<file path="src/verilog/diev_pkg.sv">
// Constants, register map and types of the digital input event detector.
// Operation
// 32 inputs form two 16-bit fields; read a whole field or one point.
// Field reads may return one field or walk through consecutive fields.
// Point reads may return one point or walk through consecutive points.
// A qualifying event on any of the 32 points raises the interrupt.
// Events latch in two 16-bit flag registers, one bit per point.
// A masked point never sets its flag nor causes an interrupt.
// Per-point sense picks rising or falling transition as the event.
// Per-point any-edge override makes every transition an event.
// Interrupt enable per point or per field; route to local or host.
// Each field has an external strobe that replaces internal sampling.
// Capture follows an external strobe edge by 2 to 18 us.
// The outside party keeps external strobes at or below 62.5 kHz.
// An external strobe pulse of 1 us is detected.
// Internal strobe sampling catches any level lasting at least 16 us.
// A field read completes within 42 us.
// Flags stay set until cleared; interrupt holds while an enabled flag is set.
package diev_pkg;

    // ****************************************
    // Timing
    // ****************************************
    localparam int CLK_MHZ      = 200;
    localparam int MIN_LEVEL_US = 16;
    localparam int CAP_MIN_US   = 2;
    localparam int CAP_MAX_US   = 18;
    // The internal strobe period equals the shortest level that must be seen.
    localparam int INT_CYC      = MIN_LEVEL_US * CLK_MHZ;
    localparam int CAP_MIN_CYC  = CAP_MIN_US * CLK_MHZ;
    localparam int CAP_MAX_CYC  = CAP_MAX_US * CLK_MHZ;
    localparam logic [11:0] INT_LAST = 12'(INT_CYC - 1);
    localparam logic [11:0] CAP_LAST = 12'(CAP_MIN_CYC - 1);

    // ****************************************
    // Register map (word addresses)
    // ****************************************
    localparam logic [4:0] A_FIELD0 = 5'h00;
    localparam logic [4:0] A_FIELD1 = 5'h01;
    localparam logic [4:0] A_UNMSK0 = 5'h02;
    localparam logic [4:0] A_UNMSK1 = 5'h03;
    localparam logic [4:0] A_SENSE0 = 5'h04;
    localparam logic [4:0] A_SENSE1 = 5'h05;
    localparam logic [4:0] A_ANYE0  = 5'h06;
    localparam logic [4:0] A_ANYE1  = 5'h07;
    localparam logic [4:0] A_FLAG0  = 5'h08;
    localparam logic [4:0] A_FLAG1  = 5'h09;
    localparam logic [4:0] A_CLR0   = 5'h0A;
    localparam logic [4:0] A_CLR1   = 5'h0B;
    localparam logic [4:0] A_IEN0   = 5'h0C;
    localparam logic [4:0] A_IEN1   = 5'h0D;
    localparam logic [4:0] A_CTRL   = 5'h0E;
    localparam logic [4:0] A_POINT  = 5'h0F;
    localparam logic [4:0] A_FSEQ   = 5'h10;

    // Control register fields.
    localparam int CTRL_FEN0  = 0;
    localparam int CTRL_FEN1  = 1;
    localparam int CTRL_HOST  = 2;
    localparam int CTRL_EXT0  = 3;
    localparam int CTRL_EXT1  = 4;
    localparam logic [4:0] CTRL_RST  = 5'h00;
    localparam logic [15:0] WORD_RST = 16'h0000;

    // ****************************************
    // Types
    // ****************************************
    typedef logic [1:0][15:0] diev_pair_t;

    typedef struct packed {
        logic [4:0]  addr;
        logic [15:0] wdata;
        logic        wr;
        logic        rd;
    } diev_req_t;

    typedef struct packed {
        diev_pair_t       data;
        diev_pair_t       unmask;
        diev_pair_t       sense;
        diev_pair_t       anye;
        diev_pair_t       flag;
        diev_pair_t       ien;
        logic [4:0]       ctrl;
        logic [4:0]       pidx;
        logic             fidx;
        logic [11:0]      tick;
        logic [1:0]       stb_prev;
        logic [1:0]       pend;
        logic [1:0][11:0] dly;
        logic [15:0]      rdata;
        logic             irq_loc;
        logic             irq_host;
    } diev_state_t;

endpackage

</file>
<file path="src/verilog/diev_top.sv">
// Digital input event detector: sampling, event flags, interrupt and registers.
`timescale 1ns/1ps
module diev_top
    import diev_pkg::*;
(
    // Clock and reset
    input  wire logic        clk_sys,
    input  wire logic        arst_n,
    // Register port
    input  wire diev_req_t   req,
    output logic [15:0]      reg_rdata,
    // Field inputs from the conditioning modules
    input  wire diev_pair_t  points,
    input  wire logic [1:0]  ext_strobe,
    // Interrupts
    output logic             irq_local,
    output logic             irq_host
);

    diev_state_t st_r;
    diev_state_t st_nxt;

    // ****************************************
    // Event qualification
    // ****************************************

    // One field's qualified events between the old and the new sample.
    function automatic logic [15:0] ev_calc(
        input logic [15:0] prev,
        input logic [15:0] cur,
        input logic [15:0] unm,
        input logic [15:0] sen,
        input logic [15:0] any
    );
        logic [15:0] rise;
        logic [15:0] fall;
        rise = cur & ~prev;
        fall = prev & ~cur;
        // Override wins over the sense choice; the unmask gates all of it.
        return unm & ((any & (rise | fall))
                   | (~any & ((sen & rise) | (~sen & fall)))); // see
    endfunction

    // ****************************************
    // Next-state logic
    // ****************************************

    // All state moves through one copy so reads, writes and sampling stay aligned.
    always_comb begin
        logic        int_tick;
        logic        sample;
        logic        stb_edge;
        logic [15:0] clr;
        logic [15:0] ev;
        logic        pend_any;
        int_tick = 1'b0;
        sample   = 1'b0;
        stb_edge = 1'b0;
        clr      = 16'h0000;
        ev       = 16'h0000;
        pend_any = 1'b0;
        st_nxt   = st_r;
        st_nxt.rdata = 16'h0000;

        // Internal strobe, free running.
        if (st_r.tick == INT_LAST) begin
            st_nxt.tick = 12'h000;
            int_tick    = 1'b1;
        end else begin
            st_nxt.tick = st_r.tick + 12'h001;
        end

        for (int f = 0; f < 2; f++) begin
            sample   = 1'b0;
            // Every cycle is looked at, so a 1 us pulse cannot slip by.
            stb_edge = ext_strobe[f] & ~st_r.stb_prev[f];
            st_nxt.stb_prev[f] = ext_strobe[f];
            if (st_r.ctrl[CTRL_EXT0 + f]) begin
                // Edges during a pending capture are dropped; the far end
                // keeps its strobe rate low enough for this.   see
                if (st_r.pend[f]) begin
                    if (st_r.dly[f] == CAP_LAST) begin
                        sample           = 1'b1;
                        st_nxt.pend[f]   = 1'b0;
                    end else begin
                        st_nxt.dly[f] = st_r.dly[f] + 12'h001;
                    end
                end else if (stb_edge) begin
                    st_nxt.pend[f] = 1'b1;
                    st_nxt.dly[f]  = 12'h000;
                end
            end else begin
                st_nxt.pend[f] = 1'b0;
                sample         = int_tick;
            end

            ev = 16'h0000;
            if (sample) begin
                st_nxt.data[f] = points[f];
                ev = ev_calc(st_r.data[f], points[f], st_r.unmask[f],
                             st_r.sense[f], st_r.anye[f]);
            end

            clr = 16'h0000;
            if (req.wr && req.addr == (f == 0 ? A_CLR0 : A_CLR1)) begin
                clr = req.wdata;
            end
            // A new event wins over a clear in the same cycle.
            st_nxt.flag[f] = (st_r.flag[f] & ~clr) | ev;     // see
        end

        // Register writes.
        if (req.wr) begin
            unique case (req.addr)
                A_UNMSK0: st_nxt.unmask[0] = req.wdata;
                A_UNMSK1: st_nxt.unmask[1] = req.wdata;
                A_SENSE0: st_nxt.sense[0]  = req.wdata;
                A_SENSE1: st_nxt.sense[1]  = req.wdata;
                A_ANYE0:  st_nxt.anye[0]   = req.wdata;
                A_ANYE1:  st_nxt.anye[1]   = req.wdata;
                A_IEN0:   st_nxt.ien[0]    = req.wdata;
                A_IEN1:   st_nxt.ien[1]    = req.wdata;
                A_CTRL:   st_nxt.ctrl      = req.wdata[4:0];
                A_POINT:  st_nxt.pidx      = req.wdata[4:0];
                A_FSEQ:   st_nxt.fidx      = req.wdata[0];
                default:  ;
            endcase
        end

        // Register reads; the word stands one cycle, then returns to zero.
        if (req.rd) begin
            unique case (req.addr)
                A_FIELD0: st_nxt.rdata = st_r.data[0];       // see
                A_FIELD1: st_nxt.rdata = st_r.data[1];
                A_UNMSK0: st_nxt.rdata = st_r.unmask[0];
                A_UNMSK1: st_nxt.rdata = st_r.unmask[1];
                A_SENSE0: st_nxt.rdata = st_r.sense[0];
                A_SENSE1: st_nxt.rdata = st_r.sense[1];
                A_ANYE0:  st_nxt.rdata = st_r.anye[0];
                A_ANYE1:  st_nxt.rdata = st_r.anye[1];
                A_FLAG0:  st_nxt.rdata = st_r.flag[0];
                A_FLAG1:  st_nxt.rdata = st_r.flag[1];
                A_IEN0:   st_nxt.rdata = st_r.ien[0];
                A_IEN1:   st_nxt.rdata = st_r.ien[1];
                A_CTRL:   st_nxt.rdata = {11'h000, st_r.ctrl};
                A_POINT: begin
                    // Each read steps to the next point, wrapping at 32.
                    st_nxt.rdata = {15'h0000, st_r.data[st_r.pidx[4]][st_r.pidx[3:0]]};
                    st_nxt.pidx  = st_r.pidx + 5'h01;        // see
                end
                A_FSEQ: begin
                    st_nxt.rdata = st_r.data[st_r.fidx];
                    st_nxt.fidx  = ~st_r.fidx;
                end
                default:  st_nxt.rdata = 16'h0000;
            endcase
        end

        // Field enable and point enable both gate the pending flags.
        pend_any = |(st_r.flag[0] & st_r.ien[0] & {16{st_r.ctrl[CTRL_FEN0]}})
                 | |(st_r.flag[1] & st_r.ien[1] & {16{st_r.ctrl[CTRL_FEN1]}});
        st_nxt.irq_loc  = pend_any & ~st_r.ctrl[CTRL_HOST];
        st_nxt.irq_host = pend_any & st_r.ctrl[CTRL_HOST];
    end

    // ****************************************
    // State register
    // ****************************************

    // Every field resets to a constant; masks clear so nothing fires early.
    always_ff @(posedge clk_sys or negedge arst_n) begin
        if (!arst_n) begin
            st_r <= '0;
        end else begin
            st_r <= st_nxt;
        end
    end

    assign reg_rdata = st_r.rdata;
    assign irq_local = st_r.irq_loc;
    assign irq_host  = st_r.irq_host;

    // Helper counters for the timing checks. A delay range of thousands of cycles
    // unrolls into as many threads, so the cycles are counted here instead.
    logic [12:0] cap_age_r;
    logic [12:0] tick_age_r;

    // Age of a pending field 0 capture, and cycles since the internal strobe fired.
    always_ff @(posedge clk_sys or negedge arst_n) begin
        if (!arst_n) begin
            cap_age_r  <= 13'h0000;
            tick_age_r <= 13'h0000;
        end else begin
            if (st_r.ctrl[CTRL_EXT0] && !st_r.pend[0] && ext_strobe[0] && !st_r.stb_prev[0]) begin
                cap_age_r <= 13'h0001;
            end else if (st_r.pend[0]) begin
                cap_age_r <= cap_age_r + 13'h0001;
            end else begin
                cap_age_r <= 13'h0000;
            end
            if (st_r.tick == INT_LAST) begin
                tick_age_r <= 13'h0000;
            end else begin
                tick_age_r <= tick_age_r + 13'h0001;
            end
        end
    end
endmodule
</file>
<file path="config.mk">
export PLATFORM = sky130hd
export DESIGN_NAME = diev_top
export DESIGN_NICKNAME = d
export VERILOG_FILES = /design/src/verilog/diev_pkg.sv /design/src/verilog/diev_top.sv
export SDC_FILE = /design/constraint.sdc
export NUM_CORES = 1
export LEC_CHECK = 0
export ABC_AREA = 1
export BUFFER_PORTS_ARGS = -buffer_cell sky130_fd_sc_hd__buf_2
export CAP_MARGIN = 20
export CORE_MARGIN = 2
export CORE_UTILIZATION = 40
export DETAILED_ROUTE_END_ITERATION = 8
export PLACE_DENSITY = 0.65
export SLEW_MARGIN = 20
export SYNTH_ARGS = -nofsm -noshare
export SYNTH_HDL_FRONTEND = slang
export SYNTH_SLANG_ARGS = --single-unit
</file>
<file path="constraint.sdc">
create_clock -name clk_sys -period 1.5 [get_ports clk_sys]
set_input_delay 0.15 -clock clk_sys [delete_from_list [all_inputs] [get_ports clk_sys]]
set_output_delay 0.15 -clock clk_sys [all_outputs]
set_load 0.01 [all_outputs]
</file>
==> summary.md, run 1 <==
| Metric | Value |
|---|---|
| Most common cell after layout, fill and taps aside | nand2_1 |
| Cts bufs inserted | 30 |
| Worst Path Max Fanout | 5 |
| Failing checks | setup timing |
| Syn Area/Cell | 7.80 sq um |
| Kind of critical path | reg2reg |
| Remaining global-route overflow | 0 |
| Fillers | around 3400 |
| Met2 usage in global routing | between 30% and 40% |
| Buffers added on ports | 76 |
| Vias in the first global route | between 10000 and 15000 |
| DR DRC count | 0 |
| Status | finished, violations left |
| Post-DRT Antenna Nets | 0 |
| FFs w/ async S/R, synth | 100% |
| Min-delay src | req[16] |
| Core area | between 0.03 and 0.04 sq mm |
| Post-DR vias/cell | roughly 5.2 |
| RR Endpoint | st_r[231] |
| Final Non-Filler Cells | around 2600 |
| First-pass DRT Iterations | 6 |
| GRT busiest layer | met2 |
| Antenna cells | 0 |
| Post-DP Area | 0.0165 sq mm |
| Met3 usage | ~4.7% |
| Fin crit period | 1.67 ns |
| Top-level I/O count | 77 |
| Die Y | approximately 190 microns |
| Final total power | between 20 and 25 mW |
| Initial DRC count | roughly 1300 |
| Worst-Skew Late Latency | roughly 0.57 ns |
| Max-cap violations | 0 |
| CTS HTree Levels | 1 |
| Register Area | 0.00653 sq mm |
| Ratio of cells with drive above 1 in the final layout | 21.2% |
| Hold depth | 3 |
| Register-to-register setup slack | -0.17 ns |
| Post-DP HPWL | approximately 35000 microns |
| Warnings, synthesis | 0 |
| Antenna violations before repair | 0 |
| Unique masters post-synth | 40 |
| CP Capture Type | register |
| Pleak | approximately 8.9 nW |
| Area of the multi-input gates | 0.00703 sq mm |
| Hold WC Path Type | in2reg |
| Rows | 69 |
| Slew Limit Fails | 0 |
| Initial core utilization | about two fifths |
| Ys flop type | dfrtp_1 |
| Final hold vios | 0 |
| CTS tree | built |
| R2R depth | 12 |
| CP startpoint kind | register |
| Register area share after synthesis | approximately 45% |
| Worst Path Required | roughly 2 ns |
| #FFs+latches synth | 261 |
| Hold Crit Endpoint | st_r[99] |
| P per Cell Area | between 1000 and 1500 mW/mm^2 |
| Final WL | between 40000 and 50000 microns |
| Syn nets | slightly below 2000 |
| Maximum vdd drop | ~910 uV |
| Most frequent cells in the layout | nand2_1 (546), dfrtp_1 (261), o21ai_0 (220) |
| Met1 global-route usage | 35.8% |
| CTS sink count | between 200 and 300 |
| Clock Tree Root | clkbuf_16 |
| Tcrit/Tclk final | 112% |
| RSZ-0062 raised after global routing | yes |
| Setup Skew | roughly 0.011 ns |
| Design Area, Final | around 0.018 sq mm |
| Placed cells | about 2500 |
| Reg2Reg Launch Point | st_r[46] |
| First-pass GRT wire length | 73300 microns |
| Synth Instances | around 1900 |
| Die area | about 0.038 sq mm |
| Syn-to-layout area delta | 27.1% |
| Via count | 13500 |
| Number of synthesized flops with an enable pin | 0 |
| Routability cong. | roughly 0.93 |
| Achievable Freq | 597 MHz |
| Die boundary width | just under 200 microns |
| WL/cell | 18.3 microns |
| CP arrival | around 2.1 ns |
| Final setup margin | -0.174 ns |
| Worst-path clk slew | 0.06 ns |
| Largest net degree at the start of global routing | 63 |
| Nets | roughly 2200 |
| Setup violators final | 86 |
| Clock Path Buffers | 3 |
| Tot GR Track Use | 24.7% |
| Cell Area, Synth | 0.0144 sq mm |
| Tightest Pin Transition | 0.529 ns |
| Max-slew headroom | about two thirds |
state kept, by name (all words and copies together) (netlist names):
signal and cells:
reg_rdata 16, st_r 243, irq_host 1, irq_local 1
power by group:
group | switching, mW | internal (mW) | leakage (nW)
Sequential | 1.97 | 8.63 | 3.39
Clock | 3.03 | 4.62 | 0.507
Combinational | 3.75 | 2.78 | 5.02
how the worst max path moves through the flow:
stage | to | slack (ns) | from | depth (start not counted)
after detailed placement | reg_rdata[14] | -0.17 | req[18] | 12
after CTS | st_r[258] | -0.14 | st_r[31] | 9
after global placement | reg_rdata[14] | -0.13 | req[18] | 12
after global routing | st_r[258] | -0.26 | st_r[31] | 9
after floorplan | st_r[236] | -0.12 | st_r[18] | 10
final | st_r[231] | -0.17 | st_r[46] | 12
cell families after synthesis:
group	Yosys count	share of synthesized area [%]
AO/OA/AOI/OAI	414	15.8
XOR/XNOR	9	0.546
adder cells (fa/ha/maj)	68	5.89
buffers and inverters	266	8.04
flip-flops	261	45.2
multiplexers	11	0.858
AND/OR/NAND/NOR	824	23.7
what timing repair did:
item	in CTS	in global routing
buffers inserted	6	9
pin swaps	2	2
resized for setup	40	54
hold endpoints to repair	299	0
endpoints found under the setup margin	84	102
hold buffers	38	0
cloned	2	3
worst max-delay path: stages, from the launching register on:
cell and delay, ns:
dfrtp_1 0.35, ha_2 0.19, nand2_2 0.06, nor2_4 0.09, nand3_2 0.10, nor2_4 0.11, buf_6 0.13, o21ai_4 0.06
buf_12 0.14, buf_6 0.12, buf_6 0.12, nand2_2 0.05, o21ai_2 0.05
cell type report:
class | count | share of cell area (%)
multi-input combinational | 1326 | 38.3
timing repair inverter | 1 | 0.0341
sequential | 261 | 35.6
tap | 461 | 3.14
clock buffer | 47 | 5.15
inverter | 186 | 3.89
timing repair buffer | 295 | 13.5
clock inverter | 6 | 0.450
synth_stat cells, types with 5 or more instances:
library cell | n | area [sq um]
inv_1 | 170 | 638
nand4_1 | 20 | 125
buf_4 | 21 | 158
nand3b_1 | 6 | 45.0
nand3_1 | 82 | 410
ha_1 | 68 | 851
buf_2 | 19 | 95.1
a21oi_1 | 59 | 295
buf_6 | 8 | 90.1
nor2_2 | 6 | 37.5
o21ai_0 | 247 | 1240
nor2_1 | 101 | 379
xor2_1 | 9 | 78.8
mux2_2 | 11 | 124
o22ai_1 | 7 | 43.8
nor2_4 | 5 | 56.3
dfrtp_1 | 261 | 6530
o21ai_1 | 39 | 195
o211ai_1 | 22 | 165
nand2_2 | 6 | 37.5
o21ai_2 | 23 | 201
nor3_1 | 16 | 80.1
inv_2 | 13 | 48.8
nand2_1 | 568 | 2130
clkbuf_1 | 32 | 120
routing by layer:
layer / share of wire (%) / wire length [microns]
met1: 46 / 21800
met4: 2.7 / 1280
met2: 44 / 20700
met5: 0 / 0
met3: 7.4 / 3520
per-stage QoR:
step / util, % / hold slack (ns) / TNS (ns) / setup slack (ns)
6_report: 51.6 / 0.0311 / -10.36 / -0.174
3_3_place_gp: 46.4 / 0.0619 / -10.33 / -0.134
4_1_cts: 50.8 / 0.0203 / -7.80 / -0.145
2_1_floorplan: - / -0.146 / -4.66 / -0.120
3_5_place_dp: 46.4 / 0.0672 / -13.21 / -0.172
5_1_grt: 51.6 / 0.0625 / -18.44 / -0.264
No activity file was read; power rests on OpenSTA's default activity.
==> inputs of run 2 (changes only) <==
--- a/config.mk
+++ b/config.mk
@@ -5,7 +5,6 @@
 export SDC_FILE = /design/constraint.sdc
 export NUM_CORES = 1
 export LEC_CHECK = 0
-export ABC_AREA = 1
 export BUFFER_PORTS_ARGS = -buffer_cell sky130_fd_sc_hd__buf_2
 export CAP_MARGIN = 20
 export CORE_MARGIN = 2
==> run 2 against run 1 <==
Effect of this change:
- the run still ends with setup timing left
- die area fell by 2.6%
- critical path type unchanged
- via count fell by 9.6%
- critical endpoint is now st_r[257]
- core utilization rose by 4.9 points
- clock-buffer cell count fell by 7
- largest cell class unchanged
- power fell by 22%
- clock skew rose by 0.027 ns
- sequential share of layout area fell by 2.2 points
==> summary.md, run 2 <==
| Metric | Value |
|---|---|
| Status | finished, violations left |
| Failing checks | setup timing |
| Nets | 1770 (-21%) |
| Final hold vios | 0 (unchanged) |
| Largest cells by area after synthesis | dfrtp_1 (46%), mux2_2 (8.8%), ha_1 (6.0%) |
| FFs w/ async S/R, synth | 100% (unchanged) |
| R2R depth | 5 (-7) |
| Syn nets | 1398 (-29%) |
| Sw Ratio | 27.3% (-8.0 points) |
| Register-to-register setup slack | -0.47 ns (-0.30 ns) |
| Unique masters post-synth | 70 (+75%) |
| Max-cap violations | 0 (unchanged) |
| Clock Path Buffers | 3 (unchanged) |
| Biggest register | st_r |
| Final Non-Filler Cells | 2122 (-18%) |
| RSZ-0062 raised after global routing | yes |
| Worst-path clk slew | 0.06 ns (about the same) |
| Syn-to-layout area delta | 39.2% |
| Via count | 12200 (-9.6%) |
| Remaining global-route overflow | 0 (unchanged) |
| Post-DP HPWL | 34100 microns (-2.5%) |
| CTS tree | built |
| First-pass DRT Iterations | 8 (+2) |
| Internal Pwr Total | 14.0 mW (-13%) |
| Fin crit period | 1.97 ns (+0.297 ns) |
| Most frequent cells in the layout | dfrtp_1 (259), buf_4 (239), nand2_1 (119) |
| CP max-delay cell | or4b_4 |
| Design Area, Final | 0.0196 sq mm (+6.7%) |
| Crit path capture | st_r[257] |
| Largest net degree at the start of global routing | 51 (-19%) |
| Worst-Skew Late Latency | 0.59 ns (+0.02 ns) |
| Worst Path Required | 2.00 ns (+0.03 ns) |
| Tightest Pin Transition | 0.468 ns (-0.0614 ns) |
| Initial core utilization | 40.6% (about the same) |
| Buffers added on ports | 76 (unchanged) |
| Cts bufs inserted | 30 (unchanged) |
| Routability cong. | 0.952 (+2.6%) |
| Pleak | 9.38 nW (+5.2%) |
| Synth Instances | 1271 (-31%) |
| Largest stage delay, worst path | 0.55 ns (+0.20 ns) |
| Antenna violations before repair | 0 (unchanged) |
| Clock Power Share | 40.0% (+9.1 points) |
| Warnings, synthesis | 0 (unchanged) |
| Ratio of cells with drive above 1 in the final layout | 41.8% (+21 points) |
| Fillers | 2907 (-15%) |
| WL/cell | 22.9 microns (+25%) |
| Post-DR vias/cell | 5.76 (+10%) |
| Post-DP Area | 0.0172 sq mm (+4.4%) |
| Sequential share of power | 44.6% (+1.8 points) |
| Post-DRT Antenna Nets | 0 (unchanged) |
| Rows | 68 (-1.4%) |
| CTS sink count | 261 (unchanged) |
| First-pass GRT wire length | 71500 microns (-2.5%) |
| Syn Area/Cell | 11.1 sq um (+42%) |
| Final setup margin | -0.471 ns (-0.297 ns) |
| Die Y | 192 microns (-1.3%) |
| CP Capture Type | register |
| Top-level I/O count | 77 (unchanged) |
| Cell with the most instances after synthesis | dfrtp_1 |
| Logic pwr share | 15.4% (-11 points) |
| Die area | 0.0367 sq mm (-2.6%) |
| Antenna cells | 0 (unchanged) |
| Initial DRC count | 1265 (-0.24%) |
| Sequence of cells on the critical path | or4b_4 > nor4_4 > mux2_4 > buf_12 > mux2i_1 |
| RR Endpoint | st_r[257] |
| Final WL | 48700 microns (+2.8%) |
| Register area share after synthesis | 46.4% (+1.2 points) |
| Final total power | 19.3 mW (-22%) |
| Setup Skew | 0.0374 ns (+0.0266 ns) |
| Max-slew headroom | 68.8% (+4.1 points) |
| Slew Limit Fails | 0 (unchanged) |
| Max FFs per register | 243 (unchanged) |
| Cell taking the most area after synthesis | dfrtp_1 |
| P per Cell Area | 985 mW/mm^2 (-27%) |
| CP startpoint kind | register |
| Most common cell after layout, fill and taps aside | dfrtp_1 |
| Core area | 0.0346 sq mm (-2.6%) |
| Yosys top cell area share | 46.4% (+1.2 points) |
| Number of synthesized flops with an enable pin | 0 (unchanged) |
| Hold WC Path Type | in2reg |
| Top cells by count, synth | dfrtp_1 (261), nand2_1 (140), mux2_2 (110), inv_1 (73), ha_1 (68) |
| Achievable Freq | 507 MHz (-15%) |
| Worst Path Max Fanout | 12 (+7) |
| Clock Tree Root | clkbuf_16 |
| Tot GR Track Use | 25.6% (+0.90 points) |
| CP arrival | 2.48 ns (+0.34 ns) |
| Vias in the first global route | 12300 (-4.3%) |
| Setup violators final | 93 (+8.1%) |
| CTS HTree Levels | 1 (unchanged) |
| CP Launch Point | st_r[41] |
| Reg2Reg Launch Point | st_r[41] |
| Die boundary width | 192 microns (-1.3%) |
| Psw | 5.27 mW (-40%) |
| Cell Area, Synth | 0.0141 sq mm (-2.6%) |
| DR DRC count | 0 (unchanged) |
| Final Hold Slack | 0.0108 ns (-0.0203 ns) |
| Ys flop type | dfrtp_1 |
| Maximum vdd drop | 911 uV (-0.38%) |
| Placed cells | 1995 (-19%) |
| Kind of critical path | reg2reg |
| #FFs+latches synth | 261 (unchanged) |
| Tcrit/Tclk final | 131% (+20 points) |
## run 2: cell types whose count changed after synthesis, sizes merged, moves of 62 or more
cell / change
inv: -110
nor2: -69
mux2: +130
nand2: -426
o21ai: -245
nand3: -62
## run 2: how the worst min path moves through the flow
stage                 from            end  slack, ns  cells past startpoint
finish              req[6]      st_r[105]       0.01                      4
global route        req[6]      st_r[105]       0.03                      4
CTS                 req[6]      st_r[105]      0.006                      4
detailed placement  arst_n  reg_rdata[11]       0.11                      1
global placement    arst_n  reg_rdata[11]       0.12                      1
floorplan           arst_n       irq_host      -0.15                      0
## run 2: metrics by stage
| stage | setup TNS [ns] | util [%] | worst slack, ns |
|---|---|---|---|
| 2_1_floorplan | -21.52 | - | -0.283 |
| 3_3_place_gp | -59.14 | 49.7 | -0.502 |
| 3_5_place_dp | -67.01 | 49.7 | -0.539 |
| 4_1_cts | -31.79 | 54.9 | -0.462 |
| 5_1_grt | -40.81 | 56.6 | -0.525 |
| 6_report | -34.68 | 56.6 | -0.471 |
## run 2: logic make-up (layout without fill, tap and decap cells)
| group | count (synthesis) | count (layout) | share of synthesized area (%) |
|---|---|---|---|
| xor gates and xnor gates | 12 | 12 | 0.747 |
| AOI/OAI and AO/OA | 312 | 312 | 15.9 |
| muxes | 171 | 171 | 14.3 |
| adders and majority gates | 68 | 68 | 6.05 |
| buffers and inverters | 154 | 549 | 5.48 |
| and+or+nand+nor | 293 | 294 | 11.1 |
| DFF | 261 | 261 | 46.4 |
## run 2: cell type report
class / count / area, sq um / share of cell area [%]
Clock buffer: 40 / 828 / 4.23
Clock inverter: 16 / 211 / 1.08
Inverter: 73 / 284 / 1.45
Multi-Input combinational cell: 857 / 7400 / 37.8
Sequential cell: 261 / 6530 / 33.4
Tap cell: 455 / 569 / 2.91
Timing Repair Buffer: 420 / 3760 / 19.2
## run 2: layer usage
layer	routed length [microns]	global-route usage, %
met1	19800	33.8
met2	23300	42.8
met3	3820	4.33
met4	1720	7.84
met5	0	0
## run 2: worst max-delay path: cells and delay by family (launching register included)
| kind | cells | cell delay, ns |
|---|---|---|
| buffers and inverters | 1 | 0.18 |
| AND/OR/NAND/NOR | 2 | 0.82 |
| multiplexers | 2 | 0.51 |
| flip-flops | 1 | 0.38 |
## run 2: power groups by stage
stage               Clock [mW]  Combinational, mW  Sequential, mW
global route              8.12               3.23            8.68
detailed placement           0               2.70            8.68
CTS                       7.83               2.88            8.57
finish                    7.72               2.97            8.61
floorplan                    0               1.57            8.40
global placement             0               2.61            8.65
## run 2: what timing repair did
| action | 4_1_cts | 5_1_grt |
|---|---|---|
| setup endpoints to repair | 100 | 108 |
| hold buffers | 51 | 0 |
| gates resized for setup | 40 | 80 |
| setup buffers | 5 | 7 |
| gates cloned | 1 | 7 |
| pin swaps | 15 | 28 |
| hold endpoints to repair | 426 | 0 |
